$ cat config.mk
export PLATFORM = sky130hd
export DESIGN_NAME = dsos_server
export DESIGN_NICKNAME = d
export VERILOG_FILES = /design/src/dsos_pkg.sv /design/src/dsos_lim_if.sv /design/src/dsos_limiter.sv /design/src/dsos_server.sv
export SDC_FILE = /design/constraint.sdc
export NUM_CORES = 1
export LEC_CHECK = 0
export ABC_AREA = 0
export BUFFER_PORTS_ARGS = -buffer_cell sky130_fd_sc_hd__buf_2
export CAP_MARGIN = 20
export CORE_UTILIZATION = 52
export CTS_CLUSTER_DIAMETER = 200
export DETAILED_ROUTE_END_ITERATION = 6
export PLACE_DENSITY = 0.93
export SYNTH_ARGS = -nofsm -noshare
export SYNTH_HDL_FRONTEND = slang
export SYNTH_SLANG_ARGS = --single-unit
export TNS_END_PERCENT = 20
$ cat constraint.sdc
create_clock -name mclk_i -period 5.75 [get_ports mclk_i]
set_clock_uncertainty 0.15 [all_clocks]
set_input_delay 0 -clock mclk_i [delete_from_list [all_inputs] [get_ports mclk_i]]
set_output_delay 0 -clock mclk_i [all_outputs]
set_load 0.02 [all_outputs]
$ cat src/dsos_pkg.sv
// constants shared by the settings object server and its limiter
// assumes an sdo frame of eight data bytes, byte 0 in bits 7:0
package dsos_pkg;

   // ==========================================================
   // object indices and sub-indices
   localparam logic [15:0] OBJ_NODE_ADDRESS   = 16'h2000;
   localparam logic [15:0] OBJ_LINK_BIT_RATE  = 16'h2001;
   localparam logic [15:0] OBJ_ABS_LIMITS     = 16'h3001;
   localparam logic [15:0] OBJ_STORE_PARAMS   = 16'h1010;
   localparam logic [7:0]  SUB_STORE_ALL      = 8'h01;
   localparam logic [7:0]  LIMITS_ENTRY_COUNT = 8'h05;
   localparam logic [7:0]  SUB_VEL_CEILING    = 8'h01;
   localparam logic [7:0]  SUB_ACC_CEILING    = 8'h02;
   localparam logic [7:0]  SUB_PROF_LIMIT     = 8'h03;

   // ==========================================================
   // frame identifiers
   localparam logic [10:0] COB_SDO_REQUEST    = 11'h600;
   localparam logic [10:0] COB_SDO_REPLY      = 11'h580;

   // ==========================================================
   // command and response bytes
   localparam logic [7:0] CMD_DOWNLOAD_1B     = 8'h2F;
   localparam logic [7:0] CMD_DOWNLOAD_2B     = 8'h2B;
   localparam logic [7:0] CMD_DOWNLOAD_4B     = 8'h23;
   localparam logic [7:0] CMD_UPLOAD          = 8'h40;
   localparam logic [7:0] RSP_DOWNLOAD_OK     = 8'h60;
   localparam logic [7:0] RSP_UPLOAD_1B       = 8'h4F;
   localparam logic [7:0] RSP_UPLOAD_2B       = 8'h4B;
   localparam logic [7:0] RSP_UPLOAD_4B       = 8'h43;
   localparam logic [7:0] RSP_ABORT           = 8'h80;
   localparam logic [31:0] SAVE_SIGNATURE     = 32'h65766173;

   // ==========================================================
   // abort codes
   localparam logic [31:0] ABORT_OUT_OF_RANGE = 32'h06040030;
   localparam logic [31:0] ABORT_NO_SUBINDEX  = 32'h06090011;
   localparam logic [31:0] ABORT_READ_ONLY    = 32'h06010002;
   localparam logic [31:0] ABORT_NO_OBJECT    = 32'h06020000;
   localparam logic [31:0] ABORT_BAD_COMMAND  = 32'h05040001;
   localparam logic [31:0] ABORT_BAD_LENGTH   = 32'h06070010;
   localparam logic [31:0] ABORT_NOT_STORED   = 32'h08000020;

   // ==========================================================
   // reset values and ranges
   localparam logic [7:0]  NODE_ADDRESS_RESET = 8'h01;
   localparam logic [7:0]  NODE_ADDRESS_MIN   = 8'h01;
   localparam logic [7:0]  NODE_ADDRESS_MAX   = 8'h7F;
   localparam logic [15:0] BIT_RATE_RESET     = 16'h03E8;
   localparam logic [31:0] PROF_LIMIT_MAX     = 32'h0000FFFF;
   localparam logic [31:0] CEILING_MAX        = 32'h7FFFFFFF;

   typedef enum logic [0:0] {
      ST_IDLE,
      ST_SAVE_ARMED
   } dsos_store_t;

endpackage

$ cat src/dsos_lim_if.sv
// carries velocity settings to the limiter and its results back
// assumes one clock domain shared by both ends
`timescale 1ns/1ps
interface dsos_lim_if;
   logic [31:0]        max_prof_vel;
   logic [31:0]        full_scale_vel;
   logic signed [31:0] target_vel;
   logic [31:0]        prof_limit;
   logic signed [31:0] clamped_vel;

   modport core (input max_prof_vel, input full_scale_vel, input target_vel,
                 output prof_limit, output clamped_vel);
   modport user (output max_prof_vel, output full_scale_vel, output target_vel,
                 input prof_limit, input clamped_vel);
endinterface

$ cat src/dsos_limiter.sv
// profile velocity limit and target velocity clamp
// assumes inputs come from logic on mclk_i
`timescale 1ns/1ps
module dsos_limiter
   import dsos_pkg::*;
(
   input  wire logic  mclk_i,
   input  wire logic  resetn_i,
   dsos_lim_if.core   lim
);
   import dsos_pkg::*;

   logic [31:0]        prof_limit_d,  prof_limit_q;
   logic signed [31:0] clamped_vel_d, clamped_vel_q;
   logic [31:0]        smaller;

   // ==========================================================
   // limit: smaller setting, held to the 16-bit range
   always_comb begin
      smaller = (lim.max_prof_vel < lim.full_scale_vel) ? lim.max_prof_vel
                                                         : lim.full_scale_vel;
      prof_limit_d = (smaller > PROF_LIMIT_MAX) ? PROF_LIMIT_MAX : smaller;
   end

   // clamp both directions; uses last cycle's limit, one cycle of lag
   always_comb begin
      if (lim.target_vel > $signed(prof_limit_q)) begin
         clamped_vel_d = $signed(prof_limit_q);
      end else if (lim.target_vel < -$signed(prof_limit_q)) begin
         clamped_vel_d = -$signed(prof_limit_q);
      end else begin
         clamped_vel_d = lim.target_vel;
      end
   end

   always_ff @(posedge mclk_i or negedge resetn_i) begin
      if (!resetn_i) begin
         prof_limit_q  <= 32'h00000000;
         clamped_vel_q <= 32'sh00000000;
      end else begin
         prof_limit_q  <= prof_limit_d;
         clamped_vel_q <= clamped_vel_d;
      end
   end

   assign lim.prof_limit  = prof_limit_q;
   assign lim.clamped_vel = clamped_vel_q;

   // ==========================================================
   // checks
   chk_limit_is_min: assert property (
      @(posedge mclk_i) disable iff (!resetn_i)
      1 |=> (prof_limit_q <= $past(lim.max_prof_vel)) && (prof_limit_q <= $past(lim.full_scale_vel))
            && (prof_limit_q <= PROF_LIMIT_MAX))
      else $error("profile limit exceeds a setting");

   chk_clamp_bound: assert property (
      @(posedge mclk_i) disable iff (!resetn_i)
      1 |=> (clamped_vel_q <= $signed($past(prof_limit_q)))
            && (clamped_vel_q >= -$signed($past(prof_limit_q))))
      else $error("clamped velocity beyond limit");

endmodule

$ cat src/dsos_server.sv
// settings object server: node address, bit rate, store, absolute limits
// assumes frames arrive from a can controller on mclk_i, one per pulse,
// and that a persistent store outside keeps the committed values
//
// Overview of operation
// - node address 1..127, used after power cycle
// - out-of-range write aborts 0x06040030, no change
// - bit-rate code is kbit/s, nine valid codes
// - write, SAVE to 1010, node reset commits
// - node address via 0x2F, answer 0x60 zeros
// - bit rate via 0x2B, code in low bytes
// - absolute limits are read only; ceilings fixed, profile limit follows settings
// - limits array reports five entries
// - ceilings 0..2147483647, profile limit 0..65535
// - profile limit is smaller of two settings
// - target velocity clamped to profile limit
// - absent limits sub-index aborts 0x06090011
// - write to read-only entry aborts 0x06010002
`timescale 1ns/1ps
module dsos_server
   import dsos_pkg::*;
#(
   parameter logic [31:0] VEL_CEILING = 32'h00001194,
   parameter logic [31:0] ACC_CEILING = 32'h000008B4
)(
   input  wire logic                mclk_i,
   input  wire logic                resetn_i,
   input  wire logic                rx_valid_i,
   input  wire logic [10:0]         rx_id_i,
   input  wire logic [63:0]         rx_data_i,
   output logic                     tx_valid_o,
   output logic [10:0]              tx_id_o,
   output logic [63:0]              tx_data_o,
   input  wire logic                nmt_reset_i,
   input  wire logic [7:0]          nv_node_address_i,
   input  wire logic [15:0]         nv_bit_rate_i,
   output logic                     nv_commit_o,
   output logic [7:0]               nv_node_address_o,
   output logic [15:0]              nv_bit_rate_o,
   output logic [7:0]               active_node_address_o,
   output logic [15:0]              active_bit_rate_o,
   input  wire logic [31:0]         max_prof_vel_i,
   input  wire logic [31:0]         full_scale_vel_i,
   input  wire logic signed [31:0]  target_vel_i,
   output logic [31:0]              prof_limit_o,
   output logic signed [31:0]       clamped_vel_o
);
   import dsos_pkg::*;

   dsos_lim_if lim ();

   // ==========================================================
   // state
   logic              loaded_d,      loaded_q;
   logic [7:0]        act_node_d,    act_node_q;
   logic [15:0]       act_rate_d,    act_rate_q;
   logic [7:0]        pend_node_d,   pend_node_q;
   logic [15:0]       pend_rate_d,   pend_rate_q;
   dsos_store_t       store_d,       store_q;
   logic              commit_d,      commit_q;
   logic              tx_valid_d,    tx_valid_q;
   logic [10:0]       tx_id_d,       tx_id_q;
   logic [63:0]       tx_data_d,     tx_data_q;

   // decoded request
   logic [7:0]        rq_cmd;
   logic [15:0]       rq_index;
   logic [7:0]        rq_sub;
   logic [31:0]       rq_data;
   logic              rq_hit;
   logic              abort;
   logic [31:0]       abort_code;
   logic [7:0]        rsp_cmd;
   logic [31:0]       rsp_data;
   logic              wr_node, wr_rate, wr_save;

   // nine link bit-rate codes
   function automatic logic rate_code_ok(input logic [15:0] c);
      case (c)
         16'h000A, 16'h0014, 16'h0032, 16'h0064, 16'h007D,
         16'h00FA, 16'h01F4, 16'h0320, 16'h03E8: rate_code_ok = 1'b1;
         default: rate_code_ok = 1'b0;
      endcase
   endfunction

   function automatic logic node_ok(input logic [7:0] n);
      node_ok = (n >= NODE_ADDRESS_MIN) && (n <= NODE_ADDRESS_MAX);
   endfunction

   // ==========================================================
   // frame layout: cmd, index lsb first, sub-index, data
   always_comb begin
      rq_cmd   = rx_data_i[7:0];
      rq_index = {rx_data_i[23:16], rx_data_i[15:8]};
      rq_sub   = rx_data_i[31:24];
      rq_data  = rx_data_i[63:32];
      rq_hit   = rx_valid_i && (rx_id_i == (COB_SDO_REQUEST | {4'h0, act_node_q[6:0]}));
   end

   // ==========================================================
   // object dictionary decode and answer
   always_comb begin
      abort      = 1'b0;
      abort_code = 32'h00000000;
      rsp_cmd    = RSP_DOWNLOAD_OK;
      rsp_data   = 32'h00000000;
      wr_node    = 1'b0;
      wr_rate    = 1'b0;
      wr_save    = 1'b0;
      case (rq_index)
         OBJ_NODE_ADDRESS: begin
            if (rq_sub != 8'h00) begin
               abort = 1'b1;
               abort_code = ABORT_NO_SUBINDEX;
            end else if (rq_cmd == CMD_UPLOAD) begin
               rsp_cmd  = RSP_UPLOAD_1B;
               rsp_data = {24'h000000, pend_node_q};
            end else if (rq_cmd != CMD_DOWNLOAD_1B) begin
               abort = 1'b1;
               abort_code = ABORT_BAD_LENGTH;
            end else if (!node_ok(rq_data[7:0])) begin
               abort = 1'b1;
               abort_code = ABORT_OUT_OF_RANGE;
            end else begin
               wr_node = 1'b1;
            end
         end
         OBJ_LINK_BIT_RATE: begin
            if (rq_sub != 8'h00) begin
               abort = 1'b1;
               abort_code = ABORT_NO_SUBINDEX;
            end else if (rq_cmd == CMD_UPLOAD) begin
               rsp_cmd  = RSP_UPLOAD_2B;
               rsp_data = {16'h0000, pend_rate_q};
            end else if (rq_cmd != CMD_DOWNLOAD_2B) begin
               abort = 1'b1;
               abort_code = ABORT_BAD_LENGTH;
            end else if (!rate_code_ok(rq_data[15:0])) begin
               abort = 1'b1;
               abort_code = ABORT_OUT_OF_RANGE;
            end else begin
               wr_rate = 1'b1;
            end
         end
         OBJ_ABS_LIMITS: begin
            if (rq_sub > LIMITS_ENTRY_COUNT) begin
               abort = 1'b1;
               abort_code = ABORT_NO_SUBINDEX;
            end else if (rq_cmd != CMD_UPLOAD) begin
               abort = 1'b1;
               abort_code = ABORT_READ_ONLY;
            end else begin
               rsp_cmd = RSP_UPLOAD_4B;
               case (rq_sub)
                  8'h00: begin
                     rsp_cmd  = RSP_UPLOAD_1B;
                     rsp_data = {24'h000000, LIMITS_ENTRY_COUNT};
                  end
                  SUB_VEL_CEILING: rsp_data = VEL_CEILING & CEILING_MAX;
                  SUB_ACC_CEILING: rsp_data = ACC_CEILING & CEILING_MAX;
                  SUB_PROF_LIMIT:  rsp_data = lim.prof_limit;
                  default:         rsp_data = 32'h00000000; // unused entries
               endcase
            end
         end
         OBJ_STORE_PARAMS: begin
            if (rq_sub != SUB_STORE_ALL) begin
               abort = 1'b1;
               abort_code = ABORT_NO_SUBINDEX;
            end else if (rq_cmd != CMD_DOWNLOAD_4B) begin
               abort = 1'b1;
               abort_code = ABORT_BAD_COMMAND;
            end else if (rq_data != SAVE_SIGNATURE) begin
               abort = 1'b1;
               abort_code = ABORT_NOT_STORED;
            end else begin
               wr_save = 1'b1;
            end
         end
         default: begin
            abort = 1'b1;
            abort_code = ABORT_NO_OBJECT;
         end
      endcase
   end

   // ==========================================================
   // settings: active taken once after reset, pending from writes
   always_comb begin
      loaded_d    = 1'b1;
      act_node_d  = act_node_q;
      act_rate_d  = act_rate_q;
      pend_node_d = pend_node_q;
      pend_rate_d = pend_rate_q;
      if (!loaded_q) begin
         // a corrupt stored value falls back to the default
         if (node_ok(nv_node_address_i)) begin
            act_node_d  = nv_node_address_i;
            pend_node_d = nv_node_address_i;
         end
         if (rate_code_ok(nv_bit_rate_i)) begin
            act_rate_d  = nv_bit_rate_i;
            pend_rate_d = nv_bit_rate_i;
         end
      end else begin
         if (rq_hit && wr_node) begin
            pend_node_d = rq_data[7:0];
         end
         if (rq_hit && wr_rate) begin
            pend_rate_d = rq_data[15:0];
         end
      end
   end

   // ==========================================================
   // store sequence: SAVE arms, node reset commits pending
   always_comb begin
      store_d  = store_q;
      commit_d = 1'b0;
      case (store_q)
         ST_IDLE: begin
            if (rq_hit && loaded_q && wr_save) begin
               store_d = ST_SAVE_ARMED;
            end
         end
         ST_SAVE_ARMED: begin
            if (nmt_reset_i) begin
               // a save in the same cycle re-arms: the newer request wins
               commit_d = 1'b1;
               store_d  = (rq_hit && loaded_q && wr_save) ? ST_SAVE_ARMED : ST_IDLE;
            end
         end
         default: store_d = ST_IDLE;
      endcase
   end

   // ==========================================================
   // reply frame, one cycle after the request
   always_comb begin
      tx_valid_d = rq_hit && loaded_q;
      tx_id_d    = tx_id_q;
      tx_data_d  = tx_data_q;
      if (rq_hit && loaded_q) begin
         tx_id_d = COB_SDO_REPLY | {4'h0, act_node_q[6:0]};
         if (abort) begin
            tx_data_d = {abort_code, rq_sub, rq_index[15:8], rq_index[7:0], RSP_ABORT};
         end else begin
            tx_data_d = {rsp_data, rq_sub, rq_index[15:8], rq_index[7:0], rsp_cmd};
         end
      end
   end

   always_ff @(posedge mclk_i or negedge resetn_i) begin
      if (!resetn_i) begin
         loaded_q    <= 1'b0;
         act_node_q  <= NODE_ADDRESS_RESET;
         act_rate_q  <= BIT_RATE_RESET;
         pend_node_q <= NODE_ADDRESS_RESET;
         pend_rate_q <= BIT_RATE_RESET;
         store_q     <= ST_IDLE;
         commit_q    <= 1'b0;
         tx_valid_q  <= 1'b0;
         tx_id_q     <= 11'h000;
         tx_data_q   <= 64'h0000000000000000;
      end else begin
         loaded_q    <= loaded_d;
         act_node_q  <= act_node_d;
         act_rate_q  <= act_rate_d;
         pend_node_q <= pend_node_d;
         pend_rate_q <= pend_rate_d;
         store_q     <= store_d;
         commit_q    <= commit_d;
         tx_valid_q  <= tx_valid_d;
         tx_id_q     <= tx_id_d;
         tx_data_q   <= tx_data_d;
      end
   end

   // ==========================================================
   // limiter
   assign lim.max_prof_vel   = max_prof_vel_i;
   assign lim.full_scale_vel = full_scale_vel_i;
   assign lim.target_vel     = target_vel_i;

   dsos_limiter u_limiter (
      .mclk_i   (mclk_i),
      .resetn_i (resetn_i),
      .lim      (lim.core)
   );

   // ==========================================================
   // outputs
   assign tx_valid_o            = tx_valid_q;
   assign tx_id_o               = tx_id_q;
   assign tx_data_o             = tx_data_q;
   assign nv_commit_o           = commit_q;
   assign nv_node_address_o     = pend_node_q;
   assign nv_bit_rate_o         = pend_rate_q;
   assign active_node_address_o = act_node_q;
   assign active_bit_rate_o     = act_rate_q;
   assign prof_limit_o          = lim.prof_limit;
   assign clamped_vel_o         = lim.clamped_vel;

   // ==========================================================
   // checks
   chk_active_held: assert property (
      @(posedge mclk_i) disable iff (!resetn_i)
      loaded_q |=> $stable(act_node_q) && $stable(act_rate_q))
      else $error("active link setting changed without power cycle");

   chk_range_abort: assert property (
      @(posedge mclk_i) disable iff (!resetn_i)
      (rq_hit && loaded_q && rq_index == OBJ_NODE_ADDRESS && rq_sub == 8'h00
       && rq_cmd == CMD_DOWNLOAD_1B && !node_ok(rq_data[7:0]))
      |=> tx_valid_q && tx_data_q[63:32] == ABORT_OUT_OF_RANGE && $stable(pend_node_q))
      else $error("out-of-range node address not refused");

   chk_rate_valid: assert property (
      @(posedge mclk_i) disable iff (!resetn_i)
      1 |-> rate_code_ok(pend_rate_q) && rate_code_ok(act_rate_q))
      else $error("bit-rate setting holds an invalid code");

   chk_commit_seq: assert property (
      @(posedge mclk_i) disable iff (!resetn_i)
      commit_q |-> $past(store_q) == ST_SAVE_ARMED && $past(nmt_reset_i))
      else $error("commit without save and node reset");

   chk_node_ack: assert property (
      @(posedge mclk_i) disable iff (!resetn_i)
      (rq_hit && loaded_q && rq_index == OBJ_NODE_ADDRESS && rq_sub == 8'h00
       && rq_cmd == CMD_DOWNLOAD_1B && node_ok(rq_data[7:0]))
      |=> tx_data_q[7:0] == RSP_DOWNLOAD_OK && tx_data_q[63:32] == 32'h00000000
          && pend_node_q == $past(rq_data[7:0]))
      else $error("node address write not acknowledged");

   chk_reply_id: assert property (
      @(posedge mclk_i) disable iff (!resetn_i)
      tx_valid_q |-> tx_id_q == (COB_SDO_REPLY | {4'h0, act_node_q[6:0]}))
      else $error("reply identifier wrong");

   chk_subidx_abort: assert property (
      @(posedge mclk_i) disable iff (!resetn_i)
      (rq_hit && loaded_q && rq_index == OBJ_ABS_LIMITS && rq_sub > LIMITS_ENTRY_COUNT)
      |=> tx_data_q[7:0] == RSP_ABORT && tx_data_q[63:32] == ABORT_NO_SUBINDEX)
      else $error("absent sub-index not refused");

   chk_read_only: assert property (
      @(posedge mclk_i) disable iff (!resetn_i)
      (rq_hit && loaded_q && rq_index == OBJ_ABS_LIMITS && rq_sub <= LIMITS_ENTRY_COUNT
       && rq_cmd != CMD_UPLOAD)
      |=> tx_data_q[7:0] == RSP_ABORT && tx_data_q[63:32] == ABORT_READ_ONLY)
      else $error("write to read-only limit not refused");

endmodule

== Yosys cells after proc, flatten, opt, wreduce, memory -nomap -nowiden ==
Index checks and enable logic that the tools add are counted.
Operators by class
  multiplexer cells: 81
  add/subtract/negate cells: 1
  eq/ne operators: 35
  shifts and indexed selects: 0
  order comparisons: 9
  reduce and logical (&&, ||, !) cells: 17
  multiply operators: 0
  div/mod/pow operators: 0
  bitwise gates (word level): 2
Operators by type and width (count)
  $mux 27: 10
  $pmux 32 s4: 2
  $mux 32: 6
  $pmux 32 s3: 1
  $mux 28: 3
  $mux 16: 5
  $eq 16x10->1 const B: 4
  $eq 16x7->1 const B: 4
  $lt 32x32->1: 2
  $mux 64: 1
  $eq 16x14->1 const B: 3
  $mux 8: 5
  $mux 1: 38
  $mux 6: 6
  $eq 16x4->1 const B: 2
  $eq 16x5->1 const B: 2
  $eq 16x6->1 const B: 2
  $eq 16x8->1 const B: 2
  $eq 16x9->1 const B: 2
  $gt 32x16->1 const B: 1
  $gt 32x32->1: 1
  $ne 32x31->1 const B: 1
  $neg 32->32: 1
  $ne 8x6->1 const B: 3
  other kinds (22): 38
Storage, ports and cells
  bits in read-only memories: 0
  memories: 0
  register bits after elaboration: 188
  word-level logic and storage cells: 157
  latch bits: 0
  memory bits (writable): 0
  output and inout port bits: 189
  bits of input ports: 199

== Longest topological paths before layout ==
Gate-level depths: netlist of the first run.
  depth in word-level cells: 15
  gate-level depth with buffers: 18

== Cells and area by module ==
From an unflattened synthesis of the first run, not the netlist that was laid out.
Second synthesis, totals
  cell total of the unflattened synthesis: 1266
  area, all modules: 11823.8 um^2
Modules (own cells, without submodules)
  dsos_server: instances 1, seq. area each 3070.4 um^2, cells an instance 643, area each 6259.8 um^2
  dsos_limiter: instances 1, seq. area each 1601.5 um^2, cells an instance 623, area each 5564.1 um^2

== Least setup slack after synthesis of the first run ==
Ideal clock, no wire load.
  path type: reg-to-reg
  from: register u_limiter.prof_limit_q[0], in the netlist u_limiter.lim.prof_limit[0]
  to: register u_limiter.clamped_vel_q[10], in the netlist u_limiter.lim.clamped_vel[10]
  data arrival time: 4.404 ns
  required time: 5.460 ns
  library setup time: 0.140 ns
  clock period less this slack: 4.693 ns
  slack: 1.057 ns
  cell stages (with the launch flop): 19
  cell sequence: dfrtp_1 inv_1 ha_1 nor3b_1 nand4_1 or3_1 nand2b_1 or3_1 xnor2_1 ha_1 nand4_1 o211ai_1 o221a_2 o31ai_1 nand3b_1 mux2i_1 buf_2 mux2i_1 a22oi_1
Between the ends
  longest elaborated chain between the ends: 4
RTL lines
  start: declaration: line dsos_limiter.sv:13  | logic [31:0] prof_limit_d, prof_limit_q;
  start signal: assignment: line dsos_limiter.sv:41  | prof_limit_q <= prof_limit_d;
  $neg 32->32: line dsos_limiter.sv:29, dsos_limiter.sv:30
  $lt 32x32->1: line dsos_limiter.sv:29  | end else if (lim.target_vel < -$signed(prof_limit_q)) begin
  $mux 32: line dsos_limiter.sv:29
  $mux 32 (*): line dsos_limiter.sv:27  | if (lim.target_vel > $signed(prof_limit_q)) begin
  named net u_limiter.clamped_vel_d[10]: line dsos_limiter.sv:14  | logic signed [31:0] clamped_vel_d, clamped_vel_q;
  end signal: assignment: line dsos_limiter.sv:42  | clamped_vel_q <= clamped_vel_d;
  end: declaration: line dsos_limiter.sv:14
Mark *: on every way through the listed nets, which the timed path passes. The rest lies on a longest branch.
A chain may end at the register's enable or synchronous reset.

== Final worst setup path of the first run ==
  from: register u_limiter.prof_limit_q[0], in the netlist u_limiter.lim.prof_limit[0]
  to: register u_limiter.clamped_vel_q[6], in the netlist u_limiter.lim.clamped_vel[6]
Same word-level chain as after synthesis.

==> results of run 1 <==
power by group:
group / total (uW) / internal (uW) / switching (uW)
registers: 1430 / 1370 / 56.8
logic: 721 / 309 / 412
clock network: 1170 / 586 / 579
flip-flops by register name (all words and copies together) (netlist names), 8 cells and up:
| register | count |
|---|---|
| tx_data_o | 62 |
| u_limiter.lim.clamped_vel | 32 |
| u_limiter.lim.prof_limit | 32 |
| active_bit_rate_o | 16 |
| nv_bit_rate_o | 16 |
| active_node_address_o | 8 |
| nv_node_address_o | 8 |
| tx_id_o | 8 |
worst reg2reg max path, cell delays in order (launching register included):
cell and delay (ns):
dfrtp_1 0.43, inv_1 0.10, ha_1 0.23, nor3b_1 0.41
nand4_1 0.30, or3_1 0.47, nand2b_1 0.23, or3_1 0.38
xnor2_1 0.15, ha_1 0.29, nand4_1 0.10, o211ai_1 0.11
o221a_2 0.26, o31ai_1 0.22, nand3b_1 0.17, mux2_2 0.53
o41ai_1 0.32, a22oi_1 0.13
timing repair:
action                                 in CTS  in global routing
setup endpoints to repair                   0                  3
endpoints found under the hold margin     240                 36
gates resized for setup                     0                  0
setup buffers                               0                  4
hold buffers                              125                  1
Yosys cell counts, types with 3 or more instances:
master     count
a211o_1        3
a211oi_1       5
a21boi_0       9
a21o_1        19
a21oi_1       52
a221oi_1       4
a222oi_1       3
a22oi_1       34
a31oi_1        8
and2_1        10
and3_1         5
and4_1         3
buf_2          4
buf_4         12
clkbuf_1      42
dfrtp_1      172
dfstp_2       14
ha_1          95
inv_1         77
mux2_2        42
mux2i_1       52
nand2_1      190
nand2b_1       8
nand3_1       21
nand3b_1       4
nand4_1       26
nand4b_1       6
nor2_1        93
nor2b_1        7
nor3_1        23
nor3b_1        5
nor4_1        27
nor4bb_1       4
o211ai_1      11
o21ai_0       49
o21ai_1       10
o22ai_1        4
o2bb2ai_1      4
o31ai_1        4
or3_1         10
or4_1         10
xnor2_1       28
xor2_1         7
logic make-up after synthesis:
| family | count (synthesis) | synth area share, % |
|---|---|---|
| XOR/XNOR | 35 | 2.62 |
| other | 2 | 0.0642 |
| multiplexers | 94 | 8.49 |
| adder cells (fa/ha/maj) | 95 | 10.2 |
| buffers and inverters | 135 | 4.76 |
| flip-flops | 186 | 39.9 |
| AND/OR/NAND/NOR | 471 | 19.9 |
| AO/OA/AOI/OAI | 248 | 14.1 |
metrics by stage:
stage	utilization (%)	worst slack [ns]	hold WS (ns)	total power, uW
final	72.1	0.661	0.0231	3320
after detailed placement	63.4	0.459	0.0623	2090
after CTS	71.7	0.418	0.000949	3310
after global placement	63.4	0.655	0.0586	2070
after global routing	72.1	0.210	0.0297	3440
after floorplan	-	1.06	-0.446	1790
worst max path at each step:
| stage | from | end | slack (ns) |
|---|---|---|---|
| after floorplan | u_limiter.lim.prof_limit[0]$_DFF_PN0_ | u_limiter.lim.clamped_vel[10]$_DFF_PN0_ | 1.06 |
| after global placement | u_limiter.lim.prof_limit[0]$_DFF_PN0_ | u_limiter.lim.clamped_vel[14]$_DFF_PN0_ | 0.66 |
| after detailed placement | u_limiter.lim.prof_limit[0]$_DFF_PN0_ | u_limiter.lim.clamped_vel[12]$_DFF_PN0_ | 0.46 |
| after CTS | u_limiter.lim.prof_limit[1]$_DFF_PN0_ | u_limiter.lim.clamped_vel[12]$_DFF_PN0_ | 0.42 |
| after global routing | u_limiter.lim.prof_limit[1]$_DFF_PN0_ | u_limiter.lim.clamped_vel[6]$_DFF_PN0_ | 0.21 |
| final | u_limiter.lim.prof_limit[0]$_DFF_PN0_ | u_limiter.lim.clamped_vel[6]$_DFF_PN0_ | 0.66 |
final cells by class:
cell class	instances	area [um2]
Antenna cell	1	2.50
Clock buffer	19	443
Clock inverter	13	133
Fill cell	1628	6130
Inverter	77	289
Multi-Input combinational cell	962	6560
Sequential cell	186	4670
Tap cell	280	350
Timing Repair Buffer	530	3370
metal layers:
| layer | wire [um] | up-vias |
|---|---|---|
| li1 | - | 5547 |
| met1 | 16800 | 5820 |
| met2 | 20100 | 670 |
| met3 | 3190 | 145 |
| met4 | 1800 | 2 |
| met5 | 13 | - |
==> summary.txt, run 1 <==
Detailed routing
  • Post-route ant nets: 0
  • Drt initial violations: 1333
  • Residual DRC count: 46
  • Routed wire length: 41900 um
  • DR pass1 iterations: 7
  • Avg WL per Cell: 20.2 um
  • Via/cell ratio: 5.89
  • Detailed-route via count: 12200

Outcome
  • Violated checks: design-rule violations
  • Status: finished, violations left

Global route
  • Initial antenna violation count: 2
  • M3 GR Usage: 6.53%
  • Largest net degree at the start of global routing: 130
  • Global-route wire length before repair: 66000 um
  • M1 GR Usage: 46.1%
  • GRT busiest layer: met2
  • Number of global-route vias before repair: 12200
  • Total Routing Usage GR: 36.3%
  • Gr ovfl total: 0
  • GRT met2 Usage: 60.5%

Critical path
  • CP Cell Sequence: inv_1, ha_1, nor3b_1, nand4_1, or3_1, nand2b_1, or3_1, xnor2_1, ha_1, nand4_1, o211ai_1, o221a_2, o31ai_1, nand3b_1, mux2_2, o41ai_1, a22oi_1
  • Crit Path Class: register to register
  • Largest stage delay, worst path: 0.53 ns
  • Endpoint class of the critical path: register
  • CP max FO: 26
  • Worst flop-to-flop path startpoint: u_limiter.lim.prof_limit[0]$_DFF_PN0_
  • WP depth: 17
  • CP Data Required Time: 5.91 ns
  • Setup slack, reg-to-reg: 0.66 ns
  • Startpoint Class: register
  • Top cell family by delay on the critical path: simple AND/OR/NAND/NOR gates
  • Slowest CP cell: mux2_2
  • R2R Path End: u_limiter.lim.clamped_vel[6]$_DFF_PN0_
  • WP data arrival: 5.25 ns
  • Critical path buffers and inverters: 1
  • Reg2reg path depth: 17

Final layout
  • Most common cell after layout, fill and taps aside: buf_2
  • Post-Layout Cell Count: 2068
  • Fraction of layout cells with a size suffix above 1: 28.9%
  • Design Area, Final: 15800 um2
  • Area grow syn2layout: 35.3%
  • Most frequent cells in the layout: buf_2, nand2_1, dfrtp_1
  • Nets: 2068

Floorplan
  • Die Area: 23100 um2
  • Starting Density: 53.3%
  • Cell Rows: 54
  • I/O pin cnt: 388
  • Die Wd: 152 um
  • Height of the die: 152 um
  • Core Box Area: 22000 um2

Clocking
  • CTS clock-pin slew for the worst setup and hold paths: 0.07 ns
  • Clk Latency, worst-skew pair: 0.44 ns
  • CTS H-tree depth: 4
  • CTS root buf: clkbuf_16
  • Total CTS buffers: 17
  • Clk sinks: 186
  • CTS Buffer Depth: 2
  • CTS tree: yes

Synthesis
  • Post-synth top area share: 36.8%
  • Sequential-to-total area share from yosys stat: 39.9%
  • Synth area leaders: dfrtp_1, ha_1, nand2_1
  • Primary FF master, synth: dfrtp_1
  • Yosys warns: 0
  • Mean post-synth cell area: 9.24 um2
  • Post-synth EDFFs: 0
  • Mapped Cells: 1266
  • Synth area leader: dfrtp_1
  • Count of different cell masters after synthesis: 77
  • Post-Syn Area: 11700 um2
  • Post-synthesis async set-or-reset flop share: 100%
  • Synthesized flop and latch total: 186

STA
  • Sum of negative setup slack: 0 ns
  • Worst-Margin Slew: 1.12 ns
  • Setup-failing EPs final: 0
  • Max Fclk: 196 MHz
  • Tcrit/Tclk final: 88.5%
  • Crit path time final: 5.09 ns
  • Final Max Slew Viols: 0
  • Slew headroom: 25.6%
  • Final Hold Viols: 0
  • RSZ-0062 raised after global routing: no

Power and ir drop
  • Leak: 0.00807 uW
  • Power Dens Cells: 210 nW/um2
  • VDD IR max: 0.000176 V

Placement
  • Placer congestion estimate: 0.965
  • Count of input and output buffers: 385
  • Inst Count DP: 1904
  • Dpl hpwl: 30200 um
  • Placed inst area: 13900 um2

Job
  • Maxcap violations: 0

Min path
  • Class of the worst hold path: primary input to register
  • Hold path depth: 5
  • Worst Hold Path EP: tx_data_o[57]$_DFFE_PN0P_
  • Hold path startpoint: rx_data_i[44]
(Power assumes the default switching activity.)
==> inputs of run 2 (changes only) <==
- CORE_MARGIN: unset -> 2
- REMOVE_ABC_BUFFERS: unset -> 1
==> run 2 against run 1 <==
  * The run still ends with design-rule violations left
  * Core utilization shrank 0.063 points
  * Combinational power shrank 1%
  * Sequential share of layout area is essentially flat
  * Largest power group unchanged
  * Highest routed layer is now met4
==> summary.txt, run 2 (synthesized netlist as in run 1, its figures left out) <==
Final layout
  • Fin util: 72.0%
  • Nets: 2064
  • Most common cell after layout, fill and taps aside: buf_2
  • Max reg flops: 62
  • Most frequent cells in the layout: buf_2, nand2_1, dfrtp_1
  • Post-Layout Cell Count: 2065
  • Area grow syn2layout: 35.2%
  • Fraction of layout cells with a size suffix above 1: 28.5%
  • Filler Cell Count: 1562

Floorplan
  • Die Wd: 154 um
  • Starting Density: 53.3%
  • Die Area: 23700 um2
  • Cell Rows: 54
  • Core Box Area: 22000 um2
  • I/O pin cnt: 388
  • Height of the die: 154 um

STA
  • Final Max Slew Viols: 0
  • Slew headroom: 27.5%
  • Crit path time final: 5.28 ns
  • Max Fclk: 190 MHz
  • RSZ-0062 raised after global routing: no
  • Setup-failing EPs final: 0
  • Tcrit/Tclk final: 91.8%
  • Sum of negative setup slack: 0 ns
  • Worst-Margin Slew: 1.09 ns
  • Final Hold Viols: 0

Global route
  • Total Routing Usage GR: 35.5%
  • Global-route wire length before repair: 66400 um
  • Largest net degree at the start of global routing: 108
  • Gr ovfl total: 0
  • Number of global-route vias before repair: 12400
  • Initial antenna violation count: 2

Detailed routing
  • Residual DRC count: 3
  • Detailed-route via count: 12400
  • Avg WL per Cell: 20.4 um
  • DR pass1 iterations: 7
  • Routed wire length: 42200 um
  • Post-route ant nets: 0
  • Via/cell ratio: 6.01
  • Drt initial violations: 1180

Clocking
  • CTS Buffer Depth: 2
  • Clk sinks: 186
  • Clk Latency, worst-skew pair: 0.45 ns
  • Post-CTS Setup Bufs: 0
  • CTS clock-pin slew for the worst setup and hold paths: 0.08 ns
  • Total CTS buffers: 17
  • CTS H-tree depth: 4
  • CTS root buf: clkbuf_16
  • CTS tree: yes

Critical path
  • WP depth: 18
  • CP max FO: 26
  • Crit path from: u_limiter.lim.prof_limit[1]$_DFF_PN0_
  • CP Cell Sequence: inv_1, ha_1, nor3b_1, nand4_1, or3_1, nand2b_1, or3_1, xnor2_1, ha_1, nand4_1, o211ai_1, o221a_2, o31ai_1, nand3b_1, mux2i_4, buf_4, mux2_2, o2bb2ai_1
  • Critical path buffers and inverters: 2
  • Slowest CP cell: or3_1
  • CP Data Required Time: 5.92 ns
  • R2R Path End: u_limiter.lim.clamped_vel[26]$_DFF_PN0_
  • Reg2reg path depth: 18
  • Endpoint class of the critical path: register
  • Crit Path Class: register to register
  • Worst flop-to-flop path startpoint: u_limiter.lim.prof_limit[1]$_DFF_PN0_
  • Setup slack, reg-to-reg: 0.47 ns
  • Startpoint Class: register
  • WP data arrival: 5.44 ns
  • Largest stage delay, worst path: 0.48 ns
  • Top cell family by delay on the critical path: simple AND/OR/NAND/NOR gates

Min path
  • Class of the worst hold path: primary input to register
  • Hold path startpoint: rx_data_i[47]
  • Worst Hold Path EP: tx_data_o[57]$_DFFE_PN0P_
  • Hold path depth: 5

Job
  • Maxcap violations: 0

Placement
  • Placer congestion estimate: 0.970
  • Dpl hpwl: 29500 um
  • Inst Count DP: 1901
  • Count of input and output buffers: 385

Outcome
  • Status: finished, violations left
  • Violated checks: design-rule violations

Power and ir drop
  • Power Dens Cells: 212 nW/um2
  • Leak: 0.00807 uW
  • VDD IR max: 0.000201 V
[run 2: cell types whose count changed in the layout (fill, tap and decap cells not counted), sizes merged]
cell | before | now
clkbuf | 20 | 19
diode | 1 | 2
clkinvlp | 3 | 0
inv | 82 | 87
buf | 403 | 396
clkinv | 5 | 4
dlygate4sd3 | 126 | 129
[run 2: power breakdown]
| group | internal [uW] | total, uW | switching (uW) |
|---|---|---|---|
| clock | 593 | 1210 | 619 |
| combinational | 302 | 714 | 412 |
| sequential | 1370 | 1430 | 57.1 |
[run 2: worst max path at each step]
stage | endpoint | slack, ns
4_1_cts | u_limiter.lim.clamped_vel[25]$_DFF_PN0_ | 0.52
6_report | u_limiter.lim.clamped_vel[26]$_DFF_PN0_ | 0.47
2_1_floorplan | u_limiter.lim.clamped_vel[24]$_DFF_PN0_ | -0.84
5_1_grt | u_limiter.lim.clamped_vel[25]$_DFF_PN0_ | 0.19
3_3_place_gp | u_limiter.lim.clamped_vel[26]$_DFF_PN0_ | 0.71
3_5_place_dp | u_limiter.lim.clamped_vel[29]$_DFF_PN0_ | 0.51
[run 2: tightest hold or removal path, stage by stage]
cell and delay [ns]:
buf_2 0.09, nor4_1 0.06, o211ai_1 0.12, a31oi_2 0.15
a31oi_1 0.15
[run 2: stage by stage]
| step | power (uW) | hold WS [ns] | cell area (um2) | setup WS, ns |
|---|---|---|---|---|
| after CTS | 3330 | 0.00887 | 15800 | 0.522 |
| final | 3350 | 0.0324 | 15800 | 0.474 |
| after global routing | 3480 | 0.0614 | 15800 | 0.189 |
| after global placement | 2060 | 0.0243 | 13900 | 0.714 |
| after floorplan | 1790 | -0.446 | 11500 | -0.836 |
| after detailed placement | 2080 | 0.0197 | 13900 | 0.514 |
[run 2: final cells by class]
| cell class | count | area (um2) | share of cell area, % |
|---|---|---|---|
| clock buffer | 18 | 429 | 2.71 |
| inverter | 77 | 289 | 1.83 |
| tap | 280 | 350 | 2.22 |
| antenna | 2 | 5.00 | 0.0317 |
| sequential | 186 | 4670 | 29.5 |
| clock inverter | 14 | 165 | 1.04 |
| multi-input combinational | 962 | 6560 | 41.5 |
| timing repair buffer | 526 | 3340 | 21.1 |
[run 2: metal layers]
metal	vias up	track usage, %	wire, um
met1	5884	44.9	16500
met5	-	0	0
li1	5532	-	-
met3	175	7.89	3840
met2	821	58.1	19900
met4	0	17.0	2020
[run 2: timing repair]
action / in CTS / in global routing
endpoints found under the hold margin: 228 / 0
gates resized for setup: 0 / 0
hold buffers: 129 / 0
